[config.mk]
export PLATFORM = sky130hd
export DESIGN_NAME = smw_mode_watchdog
export DESIGN_NICKNAME = d
export VERILOG_FILES = /design/src/logic/smw_mode_watchdog.v
export VERILOG_INCLUDE_DIRS = /design/src /design/src/logic
export SDC_FILE = /design/constraint.sdc
export NUM_CORES = 1
export LEC_CHECK = 0
export BUFFER_PORTS_ARGS = -buffer_cell sky130_fd_sc_hd__buf_2
export CAP_MARGIN = 20
export CORE_UTILIZATION = 43
export DETAILED_ROUTE_END_ITERATION = 8
export GPL_ROUTABILITY_DRIVEN = 0
export PLACE_DENSITY_LB_ADDON = 0.08
export RECOVER_POWER = 100
export SLEW_MARGIN = 20
export SYNTH_ARGS = -nofsm -noshare
export SYNTH_HDL_FRONTEND = slang
export SYNTH_SLANG_ARGS = --single-unit
[constraint.sdc]
create_clock -name i_mclk -period 17.9 [get_ports i_mclk]
set_input_delay 0.895 -clock i_mclk [delete_from_list [all_inputs] [get_ports i_mclk]]
set_output_delay 0.895 -clock i_mclk [all_outputs]
set_load 0.02 [all_outputs]
[src/logic/smw_defs.vh]
// Purpose: constants for the mode and watchdog controller
// Assumes: 125 MHz i_mclk, 16-bit serial frames
// Notes: definitions only
`ifndef SMW_DEFS_VH
`define SMW_DEFS_VH
// register addresses (7-bit serial address)
`define SMW_ADDR_WD_CTRL 7'h00
`define SMW_ADDR_MODE_REQ 7'h01
`define SMW_ADDR_MAIN_STATUS 7'h03
// mode select codes, field 2:0
`define SMW_MC_SLEEP 3'h1
`define SMW_MC_STANDBY 3'h4
`define SMW_MC_NORMAL 3'h7
// status field positions
`define SMW_ST_OVERTEMP_WARNING_STATUS_BIT 6
`define SMW_ST_NMS_BIT 5
// reset cause codes
`define SMW_RC_POWER_ON 5'h00
`define SMW_RC_CAN_WAKE 5'h01
`define SMW_RC_PIN_WAKE 5'h04
`define SMW_RC_WD_SLEEP 5'h0c
`define SMW_RC_DIAG_WAKE 5'h0d
`define SMW_RC_WD_EARLY 5'h0e
`define SMW_RC_WD_OVERFLOW 5'h0f
`define SMW_RC_WD_ILLEGAL 5'h10
`define SMW_RC_EXT_RESET 5'h11
`define SMW_RC_OVERTEMP 5'h12
`define SMW_RC_SUPPLY_UV 5'h13
`define SMW_RC_ILLEGAL_SLEEP 5'h14
// watchdog mode codes, field 7:5
`define SMW_WMC_AUTO 3'h1
`define SMW_WMC_TIMEOUT 3'h2
`define SMW_WMC_WINDOW 3'h4
// watchdog period codes, field 3:0
`define SMW_NWP_8MS 4'h8
`define SMW_NWP_16MS 4'h1
`define SMW_NWP_32MS 4'h2
`define SMW_NWP_64MS 4'hb
`define SMW_NWP_128MS 4'h4
`define SMW_NWP_256MS 4'hd
`define SMW_NWP_1024MS 4'he
`define SMW_NWP_4096MS 4'h7
// reset values
`define SMW_WMC_RESET 3'h2
`define SMW_NWP_RESET 4'h4
// timing
`define SMW_CLK_HZ 125000000
`define SMW_MS_PER_S 1000
`define SMW_RESET_HOLD_CYCLES 8'h10
`define SMW_FRAME_BITS 5'h10
`define SMW_HDR_BITS 5'h08
`endif

[src/logic/smw_mode_watchdog.v]
// Purpose: operating mode sequencer, status and watchdog control
// Assumes: serial port mode 0, frame = 7-bit address, read flag, 8 data bits
// Notes: slow pins pass a two-stage synchroniser before use
// Functional notes
// - leave Reset into Forced Normal when enabled
// - mode codes 001 Sleep, 100 Standby, 111 Normal
// - mode control register at address 0x01
// - reset low in Off/Sleep/Reset/Overtemp; port gated
// - status bit 6 shows overtemperature warning
// - status bit 5 set until Normal reached
// - bits 4:0 hold latest reset cause
// - wake causes 00001, 00100, 01101
// - causes 00000 power-on, 10001 external, 10010 overtemp
// - watchdog causes 01100, 01110, 01111
// - causes 10011 undervoltage, 10100 illegal sleep
// - watchdog modes window, timeout, autonomous
// - window restarts only on well-timed trigger
// - timeout restarts on any trigger; expiry wakes
// - autonomous is off or timeout by state
// - window acts as timeout until Normal
// - mode change in Normal forces reset 10000
// - eight periods from 8 to 4096 ms
// - same period for window and timeout
// - period resets to 128 ms
// - period code to milliseconds mapping
// - invalid codes abandon write, flag failure
// - valid watchdog write restarts timer immediately
// - illegal sleep request forces reset 10100
`include "smw_defs.vh"
`default_nettype none
module smw_mode_watchdog #(
  parameter [31:0] WD_MS_CYCLES = `SMW_CLK_HZ / `SMW_MS_PER_S // cycles per ms
) (
  input wire i_mclk,
  input wire i_reset_n,
  input wire i_clk_en,
  input wire i_spi_sck,
  input wire i_spi_cs_n,
  input wire i_spi_mosi,
  output reg o_spi_miso,
  output wire o_spi_miso_oe,
  input wire i_battery_ok,
  input wire i_overtemp,
  input wire i_overtemp_warning,
  input wire i_can_wake,
  input wire i_wake_pin,
  input wire i_diag_wake,
  input wire i_wake_pending,
  input wire i_host_supply_uv,
  input wire i_reset_out_n,
  output wire o_reset_out_n,
  output wire o_reset_out_n_oe,
  input wire i_forced_normal_enable,
  input wire i_sw_dev_mode,
  input wire i_wake_source_enabled,
  input wire i_spi_fail_enable,
  input wire i_rxd_low,
  output wire [2:0] o_mode,
  output reg o_spi_fail,
  output reg o_watchdog_expired
);
  // operating modes
  localparam [2:0] ST_OFF = 3'h0;
  localparam [2:0] ST_RESET = 3'h1;
  localparam [2:0] ST_FNORMAL = 3'h2;
  localparam [2:0] ST_STANDBY = 3'h3;
  localparam [2:0] ST_NORMAL = 3'h4;
  localparam [2:0] ST_SLEEP = 3'h5;
  localparam [2:0] ST_OVERTEMP = 3'h6;

  // nominal period in ms, 0 marks an invalid code
  function [12:0] period_ms;
    input [3:0] code;
    begin
      case (code)
        `SMW_NWP_8MS: period_ms = 13'h0008;
        `SMW_NWP_16MS: period_ms = 13'h0010;
        `SMW_NWP_32MS: period_ms = 13'h0020;
        `SMW_NWP_64MS: period_ms = 13'h0040;
        `SMW_NWP_128MS: period_ms = 13'h0080;
        `SMW_NWP_256MS: period_ms = 13'h0100;
        `SMW_NWP_1024MS: period_ms = 13'h0400;
        `SMW_NWP_4096MS: period_ms = 13'h1000;
        default: period_ms = 13'h0000;
      endcase
    end
  endfunction

  // watchdog mode code check
  function wmc_valid;
    input [2:0] code;
    begin
      wmc_valid = (code == `SMW_WMC_AUTO) || (code == `SMW_WMC_TIMEOUT) ||
                  (code == `SMW_WMC_WINDOW);
    end
  endfunction

  // synchronisers for pins from outside the clock domain
  wire [11:0] async_in; // raw pins
  reg [11:0] sync1_reg; // first stage, read only by stage two
  reg [11:0] sync2_reg; // usable levels
  assign async_in = {i_spi_sck, i_spi_cs_n, i_spi_mosi, i_battery_ok, i_overtemp,
                     i_overtemp_warning, i_can_wake, i_wake_pin, i_diag_wake,
                     i_wake_pending, i_host_supply_uv, i_reset_out_n};
  // two-flop capture, idle levels at reset
  always @(posedge i_mclk or negedge i_reset_n) begin
    if (!i_reset_n) begin
      sync1_reg <= 12'h401;
      sync2_reg <= 12'h401;
    end else if (i_clk_en) begin
      sync1_reg <= async_in;
      sync2_reg <= sync1_reg;
    end
  end
  wire sck_s = sync2_reg[11];
  wire csn_s = sync2_reg[10];
  wire mosi_s = sync2_reg[9];
  wire bat_ok_s = sync2_reg[8];
  wire ot_s = sync2_reg[7];
  wire otw_s = sync2_reg[6];
  wire can_wake_s = sync2_reg[5];
  wire pin_wake_s = sync2_reg[4];
  wire diag_wake_s = sync2_reg[3];
  wire pending_s = sync2_reg[2];
  wire uv_s = sync2_reg[1];
  wire reset_out_n_sense_s = sync2_reg[0];

  // controller state
  reg [2:0] mode_reg; // current operating mode
  reg [4:0] cause_reg; // latest reset cause
  reg nms_reg; // normal not yet reached
  reg [2:0] wmc_reg; // watchdog mode select
  reg [3:0] nwp_reg; // watchdog period select
  reg wdf_reg; // watchdog fail flag
  reg [31:0] wd_cnt_reg; // watchdog timer
  reg [7:0] hold_reg; // reset mode hold counter
  reg [2:0] drv_hist_reg; // recent own pin drive, masks synchroniser lag on release
  assign o_mode = mode_reg;

  // reset pin drive and port availability
  wire reset_out_n_low = (mode_reg == ST_OFF) || (mode_reg == ST_SLEEP) ||
                  (mode_reg == ST_RESET) || (mode_reg == ST_OVERTEMP);
  wire spi_on = (mode_reg == ST_FNORMAL) || (mode_reg == ST_STANDBY) ||
                (mode_reg == ST_NORMAL);
  assign o_reset_out_n = 1'b0;
  assign o_reset_out_n_oe = reset_out_n_low;

  // serial port shift engine
  reg sck_d_reg; // previous sck level
  reg [4:0] bit_cnt_reg; // bits received in frame
  reg [15:0] sh_in_reg; // received frame
  reg [7:0] sh_out_reg; // read data shifter
  reg wr_stb_reg; // one-cycle write commit
  reg [6:0] wr_addr_reg; // committed address
  reg [7:0] wr_data_reg; // committed data
  wire sck_rise = sck_s && !sck_d_reg;
  wire sck_fall = !sck_s && sck_d_reg;
  assign o_spi_miso_oe = !csn_s && spi_on;

  // read data multiplexer, reserved bits zero
  reg [7:0] rd_data;
  always @* begin
    case (sh_in_reg[7:1])
      `SMW_ADDR_WD_CTRL: rd_data = {wmc_reg, 1'b0, nwp_reg};
      `SMW_ADDR_MODE_REQ: begin
        case (mode_reg)
          ST_SLEEP: rd_data = {5'h00, `SMW_MC_SLEEP};
          ST_NORMAL: rd_data = {5'h00, `SMW_MC_NORMAL};
          default: rd_data = {5'h00, `SMW_MC_STANDBY};
        endcase
      end
      `SMW_ADDR_MAIN_STATUS: rd_data = {1'b0, otw_s, nms_reg, cause_reg};
      default: rd_data = 8'h00;
    endcase
  end

  // shift in on rising sck, shift out on falling sck, commit at frame end
  always @(posedge i_mclk or negedge i_reset_n) begin
    if (!i_reset_n) begin
      sck_d_reg <= 1'b0;
      bit_cnt_reg <= 5'h00;
      sh_in_reg <= 16'h0000;
      sh_out_reg <= 8'h00;
      o_spi_miso <= 1'b0;
      wr_stb_reg <= 1'b0;
      wr_addr_reg <= 7'h00;
      wr_data_reg <= 8'h00;
    end else if (i_clk_en) begin
      sck_d_reg <= sck_s;
      wr_stb_reg <= 1'b0;
      if (csn_s) begin
        // frame end: whole write frames only, port must be usable
        if (bit_cnt_reg == `SMW_FRAME_BITS && !sh_in_reg[8] && spi_on) begin
          wr_stb_reg <= 1'b1;
          wr_addr_reg <= sh_in_reg[15:9];
          wr_data_reg <= sh_in_reg[7:0];
        end
        bit_cnt_reg <= 5'h00;
        o_spi_miso <= 1'b0;
      end else begin
        if (sck_rise && bit_cnt_reg != `SMW_FRAME_BITS) begin
          sh_in_reg <= {sh_in_reg[14:0], mosi_s};
          bit_cnt_reg <= bit_cnt_reg + 5'h01;
        end
        if (sck_fall) begin
          if (bit_cnt_reg == `SMW_HDR_BITS) begin
            o_spi_miso <= rd_data[7];
            sh_out_reg <= {rd_data[6:0], 1'b0};
          end else begin
            o_spi_miso <= sh_out_reg[7];
            sh_out_reg <= {sh_out_reg[6:0], 1'b0};
          end
        end
      end
    end
  end

  // effective watchdog behaviour for the current mode
  reg wd_on; // timer running
  reg wd_window; // window behaviour
  always @* begin
    wd_on = 1'b0;
    wd_window = 1'b0;
    case (wmc_reg)
      `SMW_WMC_WINDOW: begin
        wd_on = (mode_reg == ST_NORMAL) || (mode_reg == ST_STANDBY) ||
                (mode_reg == ST_SLEEP);
        wd_window = (mode_reg == ST_NORMAL);
      end
      `SMW_WMC_TIMEOUT: begin
        wd_on = (mode_reg == ST_NORMAL) || (mode_reg == ST_STANDBY) ||
                (mode_reg == ST_SLEEP);
      end
      `SMW_WMC_AUTO: begin
        wd_on = !i_sw_dev_mode && ((mode_reg == ST_NORMAL) ||
                ((mode_reg == ST_STANDBY) && i_rxd_low));
      end
      default: begin
        wd_on = 1'b0;
      end
    endcase
  end

  // timer limit shared by window and timeout behaviour
  wire [31:0] wd_limit = {19'h00000, period_ms(nwp_reg)} * WD_MS_CYCLES;
  wire [31:0] wd_half = {1'b0, wd_limit[31:1]};
  wire wd_expire = wd_on && (wd_cnt_reg >= wd_limit - 32'h00000001);

  // decoded register writes
  wire wr_wd = wr_stb_reg && wr_addr_reg == `SMW_ADDR_WD_CTRL && mode_reg != ST_FNORMAL;
  wire wr_mode = wr_stb_reg && wr_addr_reg == `SMW_ADDR_MODE_REQ && mode_reg != ST_FNORMAL;
  wire wd_code_ok = wmc_valid(wr_data_reg[7:5]) && (period_ms(wr_data_reg[3:0]) != 13'h0000);
  wire [2:0] mc_req = wr_data_reg[2:0];
  wire mc_known = mc_req == `SMW_MC_SLEEP || mc_req == `SMW_MC_STANDBY ||
                  mc_req == `SMW_MC_NORMAL;

  // mode sequencer, reset cause capture and watchdog timer
  always @(posedge i_mclk or negedge i_reset_n) begin
    if (!i_reset_n) begin
      mode_reg <= ST_OFF;
      cause_reg <= `SMW_RC_POWER_ON;
      nms_reg <= 1'b1;
      wmc_reg <= `SMW_WMC_RESET;
      nwp_reg <= `SMW_NWP_RESET;
      wdf_reg <= 1'b0;
      wd_cnt_reg <= 32'h00000000;
      hold_reg <= 8'h00;
      drv_hist_reg <= 3'h7;
      o_spi_fail <= 1'b0;
      o_watchdog_expired <= 1'b0;
    end else if (i_clk_en) begin
      // released pin needs three cycles before its sensed level is trusted
      drv_hist_reg <= {drv_hist_reg[1:0], reset_out_n_low};
      o_spi_fail <= 1'b0;
      o_watchdog_expired <= 1'b0;
      // timer runs only while enabled
      if (wd_on) begin
        wd_cnt_reg <= wd_cnt_reg + 32'h00000001;
      end else begin
        wd_cnt_reg <= 32'h00000000;
      end
      if (!bat_ok_s) begin
        // battery lost: back to off from anywhere
        mode_reg <= ST_OFF;
      end else if (mode_reg == ST_OFF) begin
        mode_reg <= ST_RESET; // leave off at power-on
        hold_reg <= 8'h00;
        cause_reg <= `SMW_RC_POWER_ON;
        nms_reg <= 1'b1;
      end else if (ot_s && mode_reg != ST_SLEEP) begin
        mode_reg <= ST_OVERTEMP; // overtemperature overrides
      end else if (mode_reg == ST_OVERTEMP) begin
        mode_reg <= ST_RESET; // cooled down
        hold_reg <= 8'h00;
        cause_reg <= `SMW_RC_OVERTEMP;
      end else if (uv_s && mode_reg != ST_SLEEP) begin
        mode_reg <= ST_RESET; // held in reset while supply is low
        hold_reg <= 8'h00;
        cause_reg <= `SMW_RC_SUPPLY_UV;
      end else if (!reset_out_n_sense_s && !reset_out_n_low && drv_hist_reg == 3'h0) begin
        mode_reg <= ST_RESET; // pin pulled low from outside
        hold_reg <= 8'h00;
        cause_reg <= `SMW_RC_EXT_RESET;
      end else begin
        case (mode_reg)
          ST_RESET: begin
            if (hold_reg == `SMW_RESET_HOLD_CYCLES) begin
              mode_reg <= i_forced_normal_enable ? ST_FNORMAL : ST_STANDBY;
            end else begin
              hold_reg <= hold_reg + 8'h01;
            end
          end
          ST_SLEEP: begin
            // wake-ups leave sleep through reset
            if (can_wake_s || pin_wake_s || diag_wake_s || wd_expire) begin
              mode_reg <= ST_RESET;
              hold_reg <= 8'h00;
              wd_cnt_reg <= 32'h00000000;
              if (can_wake_s) begin
                cause_reg <= `SMW_RC_CAN_WAKE;
              end else if (pin_wake_s) begin
                cause_reg <= `SMW_RC_PIN_WAKE;
              end else if (diag_wake_s) begin
                cause_reg <= `SMW_RC_DIAG_WAKE;
              end else begin
                cause_reg <= `SMW_RC_WD_SLEEP;
              end
            end
          end
          ST_STANDBY, ST_NORMAL: begin
            if (wr_wd) begin
              if (!wd_code_ok) begin
                o_spi_fail <= i_spi_fail_enable;
              end else if (mode_reg == ST_NORMAL && wr_data_reg[7:5] != wmc_reg) begin
                mode_reg <= ST_RESET;
                hold_reg <= 8'h00;
                cause_reg <= `SMW_RC_WD_ILLEGAL;
              end else if (wd_window && wd_cnt_reg < wd_half) begin
                mode_reg <= ST_RESET; // trigger too early
                hold_reg <= 8'h00;
                cause_reg <= `SMW_RC_WD_EARLY;
              end else begin
                wmc_reg <= wr_data_reg[7:5];
                nwp_reg <= wr_data_reg[3:0];
                wd_cnt_reg <= 32'h00000000;
                wdf_reg <= 1'b0;
              end
            end else if (wd_expire) begin
              wd_cnt_reg <= 32'h00000000;
              if (wd_window || wdf_reg) begin
                mode_reg <= ST_RESET;
                hold_reg <= 8'h00;
                cause_reg <= `SMW_RC_WD_OVERFLOW;
              end else begin
                wdf_reg <= 1'b1; // first timeout overflow
                o_watchdog_expired <= 1'b1;
              end
            end else if (wr_mode && mc_known) begin
              if (mc_req == `SMW_MC_SLEEP) begin
                if (pending_s || !i_wake_source_enabled) begin
                  mode_reg <= ST_RESET;
                  hold_reg <= 8'h00;
                  cause_reg <= `SMW_RC_ILLEGAL_SLEEP;
                end else begin
                  mode_reg <= ST_SLEEP;
                end
              end else if (mc_req == `SMW_MC_NORMAL) begin
                mode_reg <= ST_NORMAL;
                nms_reg <= 1'b0;
              end else begin
                mode_reg <= ST_STANDBY;
              end
            end
          end
          default: begin
            mode_reg <= mode_reg; // forced normal waits for reset events
          end
        endcase
      end
    end
  end
endmodule
`default_nettype wire

## After elaboration in Yosys (flattened, before gate mapping)

Memory sizes are Yosys's and may differ from the RTL's.
Cells that the tools add are included.

| cells by class | value |
|---|---|
| add/subtract/negate cells | 4 |
| multipliers | 1 |
| div/mod/pow operators | 0 |
| order comparisons | 2 |
| eq/ne operators | 51 |
| shift-type cells | 0 |
| multiplexer cells | 118 |
| bitwise gates (word level) | 8 |
| reduce and logical (&&, ||, !) cells | 72 |

Operators by type and width:

| kind | count |
|---|---|
| two-way mux 32 bit | 13 |
| two-way mux 8 bit | 17 |
| two-way mux 5 bit | 17 |
| case mux 32 bit (2 select lines) | 1 |
| two-way mux 3 bit | 18 |
| case mux 8 bit (3 select lines) | 2 |
| two-way mux 1 bit | 44 |
| != test 8 bit, second input constant | 5 |
| AND reduction 12 bit | 3 |
| adder 32 x 1 -> 32 bit, second input constant | 1 |
| greater-or-equal comparator 32 bit | 1 |
| < comparator 32 x 29 -> 1 bit | 1 |
| subtractor 30 x 1 -> 31 bit, second input constant | 1 |
| != test 10 bit, second input constant | 3 |
| multiplier 13 x 14 -> 27 bit, second input constant | 1 |
| == test 3 bit, second input constant | 7 |
| logical AND 1 bit | 21 |
| logical OR 1 bit | 17 |
| == test 7 x 1 -> 1 bit, second input constant | 2 |
| zero test 7 bit | 2 |
| AND reduction 13 bit | 1 |
| nonzero test 13 bit | 1 |
| == test 3 x 1 -> 1 bit, second input constant | 4 |
| == test 3 x 2 -> 1 bit, second input constant | 4 |
| other kinds (35) | 69 |

| storage, ports and cells | value |
|---|---|
| bits in registers | 133 |
| latch bits | 0 |
| memory bits (writable) | 0 |
| ROM bits | 256 |
| input bits | 20 |
| logic and storage cells | 279 |
| memories | 2 |

Memories:

| memory | words | bits a word | read ports | clocked after memory_dff | write ports | RTL line | source |
|---|---|---|---|---|---|---|---|
| (no name shown) | 16 | 8 | 1 | 0 | 0 | smw_mode_watchdog.v:75 | `case (code)` |
| (no name shown) | 16 | 8 | 1 | 0 | 0 | smw_mode_watchdog.v:75 |  |

## Depth between registers and ports, before layout

Gate-level depths: netlist of the first run.

| depth | value |
|---|---|
| word-level depth | 17 |
| mapped depth | 31 |
| mapped depth without buffers | 28 |

## Worst setup path after synthesis of the first run

No wires, ideal clock.

| timing path | value |
|---|---|
| kind | flip-flop to flip-flop |
| start point | register nwp_reg[0] |
| end point | register cause_reg[0] |
| setup time | 128 ps |
| data arrival time | 8190 ps |
| required time | 17772 ps |
| setup slack | 9582 ps |
| stages on the path, launching flop included | 30 |
| path buffers | 3 |
| clock period less this slack | 8318 ps |
| cell sequence | dfrtp_1 clkbuf_1 nand2_1 nor3b_1 or2_2 ha_1 ha_1 fa_1 fa_1 fa_1 ha_1 clkbuf_1 and3_1 a211o_1 a311oi_1 nand2_1 nor4_1 nand4_1 xnor2_1 ha_1 nand4_2 nor4_2 o221ai_1 a2111o_1 a21o_1 nor3_1 nor2_1 nor3b_2 buf_4 mux2_1 |

| on the way | value |
|---|---|
| longest elaborated chain between the ends | 13 |
| elaborated cells between the ends (all ways) | 23 |
| classes of those cells | add/sub (1); mul (1); order compare (2); eq/ne (6); mux (8); reduce/logical (4); memory (1) |

RTL lines:

| what | RTL line | source |
|---|---|---|
| start: declaration | smw_mode_watchdog.v:133 | `reg [3:0] nwp_reg;` |
| start signal: assignment | smw_mode_watchdog.v:264 | `` nwp_reg <= `SMW_NWP_RESET; `` |
| start signal: assignment | smw_mode_watchdog.v:344 | `nwp_reg <= wr_data_reg[3:0];` |
| memory read (16 x 8 bit) * | -- |  |
| multiplier 13 x 14 -> 27 bit * | smw_mode_watchdog.v:245 | `wire [31:0] wd_limit = {19'h00000, period_ms(nwp_reg)} * WD_MS_CYCLES;` |
| subtractor 30 x 1 -> 31 bit | smw_mode_watchdog.v:247 | `wire wd_expire = wd_on && (wd_cnt_reg >= wd_limit - 32'h00000001);` |
| greater-or-equal comparator 32 bit | smw_mode_watchdog.v:247 |  |
| logical AND 1 bit | smw_mode_watchdog.v:247 |  |
| two-way mux 5 bit | smw_mode_watchdog.v:348 | `end else if (wd_expire) begin` |
| two-way mux 5 bit | smw_mode_watchdog.v:331 | `if (wr_wd) begin` |
| case mux 5 bit (2 select lines) | smw_mode_watchdog.v:305 | `case (mode_reg)` |
| two-way mux 5 bit | smw_mode_watchdog.v:300 | `end else if (!reset_out_n_sense_s && !reset_out_n_low && drv_hist_reg == 3'h0) begin` |
| two-way mux 5 bit | smw_mode_watchdog.v:296 | `end else if (uv_s && mode_reg != ST_SLEEP) begin` |
| two-way mux 5 bit | smw_mode_watchdog.v:292 | `end else if (mode_reg == ST_OVERTEMP) begin` |
| two-way mux 5 bit | smw_mode_watchdog.v:290 | `end else if (ot_s && mode_reg != ST_SLEEP) begin` |
| two-way mux 5 bit | smw_mode_watchdog.v:285 | `end else if (mode_reg == ST_OFF) begin` |
| end signal: assignment | smw_mode_watchdog.v:288 | `` cause_reg <= `SMW_RC_POWER_ON; `` |
| end signal: assignment | smw_mode_watchdog.v:295 | `` cause_reg <= `SMW_RC_OVERTEMP; `` |
| end signal: assignment | smw_mode_watchdog.v:299 | `` cause_reg <= `SMW_RC_SUPPLY_UV; `` |
| end: declaration | smw_mode_watchdog.v:130 | `reg [4:0] cause_reg;` |

Every way passes the cells marked *; elsewhere a longest branch is shown, timed or not. The select of a mux whose other input is x is not followed.
A chain may end at the register's enable or synchronous reset.

## Worst setup path in the final report of the first run

| timing path | value |
|---|---|
| start point | register nwp_reg[1] |
| end point | register wd_cnt_reg[14] |

| on the way | value |
|---|---|
| longest elaborated chain between the ends | 15 |
| elaborated cells between the ends (all ways) | 21 |
| classes of those cells | add/sub (1); mul (1); order compare (2); mux (13); reduce/logical (3); memory (1) |

RTL lines:

| what | RTL line | source |
|---|---|---|
| memory read (16 x 8 bit) * | -- |  |
| multiplier 13 x 14 -> 27 bit * | smw_mode_watchdog.v:245 |  |
| branches (longest 6 deep; another with greater-or-equal comparator 32 bit) | -- |  |
| case mux 32 bit (2 select lines) * | smw_mode_watchdog.v:305 |  |
| two-way mux 32 bit * | smw_mode_watchdog.v:300 |  |
| two-way mux 32 bit * | smw_mode_watchdog.v:296 |  |
| two-way mux 32 bit * | smw_mode_watchdog.v:292 |  |
| two-way mux 32 bit * | smw_mode_watchdog.v:290 |  |
| two-way mux 32 bit * | smw_mode_watchdog.v:285 |  |
| two-way mux 32 bit * | smw_mode_watchdog.v:282 | `if (!bat_ok_s) begin` |
| end signal: assignment | smw_mode_watchdog.v:278 | `wd_cnt_reg <= wd_cnt_reg + 32'h00000001;` |
| end: declaration | smw_mode_watchdog.v:135 | `reg [31:0] wd_cnt_reg;` |

Mark *: on every way between the ends.

==> metrics, run 1 <==
I/O pin count 29; P_sw 0.307 mW; final setup fails 0; worst setup path startpoint nwp_reg[1]$_DFFE_PN0P_; Worst Tran Pin Value 4.83 ns; I/O Buffers 27; Final Max Tran Viols 256; Hold Crit Start sh_out_reg[5]$_DFFE_PN0P_; leak pwr 5.41 nW; Core ar. 0.0236 mm2; failing checks max-capacitance violations, max-slew violations; top cells by area, synth dfrtp_1 (29%), ha_1 (15%), mux2_2 (7.0%); hold crit path type reg -> reg; CTS tree done; share of layout cells above drive strength 1 0.126; dpl hpwl 19600 um; most frequent CP cell ha_1; max reg flops 32; pre-CTS setup slack 8.44 ns; via count 8431; drt drc 0; diodes inserted 0; CP arrival 10.67 ns; vias per inst 5.77; max_slew headroom -2.22; Layout Cells excl Fill 1461; max_cap viols 5; Max Fclk 96.5 MHz; final hold violation count 0; dominant delay contributor by cell family on the critical path simple AND/OR/NAND/NOR gates; maximum fanout along the worst path 37; clock root cell clkbuf_16; CTS clock-pin slew for the worst setup and hold paths 0.06 ns; Mapped Cells 1110; Clk pwr share 0.380; top-area cell type share of the netlist area 0.291; Clock Skews 0.0135 ns; Tcrit/Tclk final 0.579; PwrDens 81.7 mW/mm2; Sw Share 0.330; worst setup margin 7.53 ns; Cells after DPL 1429; worst endpoint required time 18.20 ns; cell with the most instances after synthesis ha_1; WL/cell 17.8 um; Crit path largest cell delay 1.17 ns; internal power 0.621 mW; Worst setup EP type register; Reg power frac 0.414; post-synthesis register bit count 131; status finished with violations; die height 158 um; Synth cell types 86; critical path class reg -> reg; largest net degree at the start of global routing 92; final net count 1285; Cell Rows 56; logic gate share of total power 0.206; worst r2r src nwp_reg[1]$_DFFE_PN0P_; Synth-to-Final Area Change 9.06%; RSZ-0062 raised after global routing false; initial core utilization 0.441; CTS H-tree lvls 4; ANT nets after route 0; die width 158 um; sequential fraction of the synthesis area 0.316; # Post-CTS Setup Buffers 0; final wirelength 26100 um; Die ar. 0.0248 mm2; Post-synth EDFFs 0; initial antenna violation count 0; Worst setup SP type register; Yosys top cell by area dfrtp_1; min cycle time layout 10.37 ns; yosys warns 0; 1st-iter DRT viols 510; total iterations of the first detailed-routing run 5; Async S/R FF share, synth 1.00; Mapped Area 0.0104 mm2; CTS Hold Bufs 0; synth cell count leaders ha_1 (124), dfrtp_1 (121), nand2_1 (92); total gr overflow 0; CP Buf/Inv Count 2; GR Util All Layers 0.223; CTS max path bufs 2; CTS sink count 131; Syn Area/Cell 9.38 um2; setup TNS 0 ns; Worst path slowest cell clkbuf_1; Synth Flop Type dfrtp_1; CTS resizes 0; first-pass GRT wire length 42700 um; number of global-route vias before repair 8128; worst vdd ir 0.0624 mV; clock latency on the worst-skew pair 0.43 ns; CTS Buf Count 17
## logic make-up after synthesis
family,count (synthesis),synth area share
multiplexers,72,0.0775
XOR/XNOR,54,0.0454
AND/OR/NAND/NOR,361,0.184
adder cells (fa/ha/maj),138,0.174
other,1,0.000360
AO/OA/AOI/OAI,257,0.166
flip-flops,131,0.316
buffers and inverters,96,0.0364
## worst paths after layout
path / endpoint / slack [ns] / cells past startpoint
setup / recovery: wd_cnt_reg[14]$_DFFE_PN0P_ / 7.53 / 28
hold / removal: sh_out_reg[5]$_DFFE_PN0P_ / 0.49 / 2
setup reg to reg: wd_cnt_reg[14]$_DFFE_PN0P_ / 7.53 / 28
hold reg to reg: sh_out_reg[5]$_DFFE_PN0P_ / 0.49 / 2
max in group asynchronous: wd_cnt_reg[3]$_DFFE_PN0P_ / 11.84 / 2
min in group asynchronous: wd_cnt_reg[26]$_DFFE_PN0P_ / 2.19 / 1
## metal layers
layer / wire [um] / GRT usage / share of wire / up-vias
li1: - / - / - / 4152
met1: 11900 / 0.280 / 0.46 / 4102
met2: 12900 / 0.393 / 0.50 / 147
met3: 703 / 0.0309 / 0.027 / 30
met4: 487 / 0.0707 / 0.019 / 0
met5: 0 / 0 / 0 / -
## final cells by class
class	instances	area (um2)
Timing Repair Buffer	36	173
Tap cell	319	399
Inverter	56	210
Clock inverter	13	148
Clock buffer	19	443
Fill cell	2286	12300
Multi-Input combinational cell	887	6690
Sequential cell	131	3290
## cells in the final DEF (no fill, tap or decap), drive strengths merged, types with 8 or more instances in the layout
cell and n:
ha 124, dfrtp 121, nand2 92, mux2 69, nor2 65, o21ai 65
a21oi 61, inv 61, nand3 34, clkbuf 33, xnor2 29, xor2 25
nor3 23, buf 22, nor4 19, nand4 18, and3 16, a21o 16
a22oi 16, or3 13, or4 13, nand2b 12, fa 12, dfstp 10
a31oi 9, nor2b 9, or2 9, and2 9, o21a 8, a211oi 8
o31ai 8, o2bb2ai 8, nor3b 8
## worst min-delay path: cells and delay by family, from the launching register on
kind,cells,cell delay (ns)
AO/OA/AOI/OAI,1,0.06
AND/OR/NAND/NOR,1,0.05
flip-flops,1,0.34
## per-stage QoR
step | hold slack, ns | area (um2) | utilization | power, mW
CTS | 0.490 | 11500 | 0.485 | 0.944
finish | 0.487 | 11400 | 0.481 | 0.928
floorplan | 0.449 | 10400 | - | 0.519
detailed placement | 0.476 | 10900 | 0.460 | 0.584
global route | 0.517 | 11400 | 0.481 | 0.978
global placement | 0.466 | 10900 | 0.460 | 0.583
## power groups by stage
stage               logic [mW]  registers [mW]  clock network, mW
CTS                      0.196           0.384              0.364
floorplan                0.157           0.361                  0
finish                   0.191           0.384              0.353
global placement         0.194           0.389                  0
global route             0.214           0.389              0.374
detailed placement       0.195           0.389                  0
Note: power is estimated with default switching activity, not from simulation.
==> run 2, diff against run 1 <==
clock period = 9 ns   (was 17.9 ns; I/O delays follow)
==> metrics, run 2 (same netlist as run 1, synthesis figures left out) <==
I/O Buffers 27 (unchanged); WL/cell 17.5 um (-1.7%); critical path class reg -> reg; Design Area, Final 0.0115 mm2 (+1.2%); most common cell after layout, fill and taps aside ha_1; Tcrit/Tclk final 0.935 (+0.356); Clock Skews 0.0107 ns (-0.00275 ns); die height 158 um (unchanged); min cycle time layout 8.42 ns (-1.95 ns); CTS clock-pin slew for the worst setup and hold paths 0.06 ns (about the same); met3 wire len 540 um (-23%); Max Fclk 119 MHz (+23%); leak pwr 5.46 nW (+1.0%); Core ar. 0.0236 mm2 (unchanged); CTS tree done; CTS H-tree lvls 4 (unchanged); most frequent cells in the layout ha_1 (124), dfrtp_1 (121), nand2_1 (92); share of layout cells above drive strength 1 0.145 (+0.0185); status finished with violations; final hold violation count 0 (unchanged); Storage cell area 0.00329 mm2 (unchanged); die width 158 um (unchanged); dpl hpwl 19700 um (+0.46%); largest net degree at the start of global routing 75 (-18%); Reg power frac 0.421 (+0.007); Worst Tran Pin Value 3.84 ns (-0.994 ns); ANT nets after route 0 (unchanged); Final Max Tran Viols 143 (-44%); Cell Rows 56 (unchanged); clock latency on the worst-skew pair 0.42 ns (about the same); max reg flops 32 (unchanged); Sw Share 0.329 (-0.00167); Power Total 1.80 mW (+94%); final wirelength 25800 um (-0.81%); worst endpoint required time 9.35 ns (-8.85 ns); I/O pin count 29 (unchanged); failing checks max-capacitance violations, max-slew violations; diodes inserted 0 (unchanged); final net count 1298 (+1.0%); clock root cell clkbuf_16; P_sw 0.593 mW (+93%); worst vdd ir 0.172 mV (+180%); final setup fails 0 (unchanged); multi-input logic area 0.00676 mm2 (+1.0%); setup TNS 0 ns (unchanged); logic gate share of total power 0.216 (+0.010); Area after DPL 0.0109 mm2 (+0.69%); metal2 WL 13100 um (+0.87%); Fill cells 2290 (+0.17%); RSZ-0062 raised after global routing false; max_cap viols 3 (-2); 1st-iter DRT viols 464 (-9.0%); vias per inst 5.67 (-1.7%); CTS Buf Count 17 (unchanged); first-pass GRT wire length 43400 um (+1.4%); via count 8363 (-0.81%); max_slew headroom -1.56 (+0.663); total iterations of the first detailed-routing run 5 (unchanged); CTS Hold Bufs 0 (unchanged); Synth-to-Final Area Change 10.4%; maximum fanout along the worst path 12 (-68%); initial core utilization 0.441 (unchanged); CP arrival 8.77 ns (-1.90 ns); CTS sink count 131 (unchanged); PwrDens 157 mW/mm2 (+92%); Metal-1 WL 11800 um (-1.3%); Worst setup SP type register; number of global-route vias before repair 8372 (+3.0%); Die ar. 0.0248 mm2 (unchanged); CTS max path bufs 2 (unchanged); Clk pwr share 0.363 (-0.017); Worst setup EP type register; total gr overflow 0 (unchanged); drt drc 0 (unchanged); hold crit path type in -> reg; Top Metal Used met4; GR Util All Layers 0.224 (+0.00128); hold_ws 0.256 ns (-0.231 ns); initial antenna violation count 0 (unchanged); internal power 1.21 mW (+95%)
## run 2: stage by stage
stage	utilization	setup WS [ns]	std cells
floorplan	-	0.682	1114
global placement	0.464	0.215	1439
detailed placement	0.464	-0.0279	1439
CTS	0.487	0.0691	1471
global route	0.487	0.0250	1474
finish	0.487	0.584	1474
## run 2: layer usage
| layer | vias to the layer above | track usage |
|---|---|---|
| met1 | 4038 | 0.285 |
| met3 | 27 | 0.0200 |
| li1 | 4174 | - |
| met5 | - | 0 |
| met2 | 124 | 0.400 |
| met4 | 0 | 0.0712 |
## run 2: cell type report
cell class	count	share of cell area
Timing Repair Buffer	49	0.0239
Multi-Input combinational cell	887	0.588
Clock buffer	21	0.0392
Tap cell	319	0.0347
Clock inverter	11	0.00915
Sequential cell	131	0.286
Inverter	56	0.0183
## run 2: power by group through the flow
| stage | Clock, mW | Sequential (mW) | Combinational, mW |
|---|---|---|---|
| after floorplan | 0 | 0.718 | 0.313 |
| after global placement | 0 | 0.768 | 0.386 |
| after detailed placement | 0 | 0.769 | 0.387 |
| after CTS | 0.671 | 0.758 | 0.392 |
| after global routing | 0.693 | 0.773 | 0.434 |
| final | 0.655 | 0.759 | 0.389 |
## run 2: worst max-delay path, stage by stage, from the launching register on
cell	delay [ns]
dfrtp_1	0.46
nand2b_1	0.18
or3_1	0.41
inv_2	0.15
ha_1	0.26
ha_1	0.31
fa_1	0.47
fa_1	0.45
fa_1	0.47
ha_1	0.31
nand3_1	0.12
a2111oi_2	0.42
nor3_1	0.14
o311ai_1	0.35
xnor2_1	0.18
or3_1	0.41
nor4_2	0.23
nand3_1	0.17
ha_1	0.35
nand4_2	0.16
nor4_4	0.33
o221ai_1	0.16
a2111o_1	0.42
a21o_2	0.31
nor3_4	0.25
o21ai_2	0.19
or4_1	0.53
a21oi_2	0.14
## run 2: timing repair
item	in CTS	in global routing
buffers inserted	0	3
setup endpoints to repair	5	23
gates resized for setup	1	7
pin swaps	0	2
## run 2: final timing paths
path / start / to / slack [ns] / cells past startpoint
worst min-delay path: i_spi_cs_n / sync1_reg[10]$_DFFE_PN1P_ / 0.26 / 2
max in group asynchronous: i_reset_n / sync1_reg[4]$_DFFE_PN0P_ / 2.97 / 2
worst max-delay path: nwp_reg[1]$_DFFE_PN0P_ / hold_reg[6]$_DFFE_PN0P_ / 0.58 / 27
worst min register to register: sync1_reg[4]$_DFFE_PN0P_ / sync2_reg[4]$_DFFE_PN0P_ / 0.49 / 2
worst max register to register: nwp_reg[1]$_DFFE_PN0P_ / hold_reg[6]$_DFFE_PN0P_ / 0.58 / 27
min in group asynchronous: i_reset_n / wd_cnt_reg[31]$_DFFE_PN0P_ / 1.11 / 1
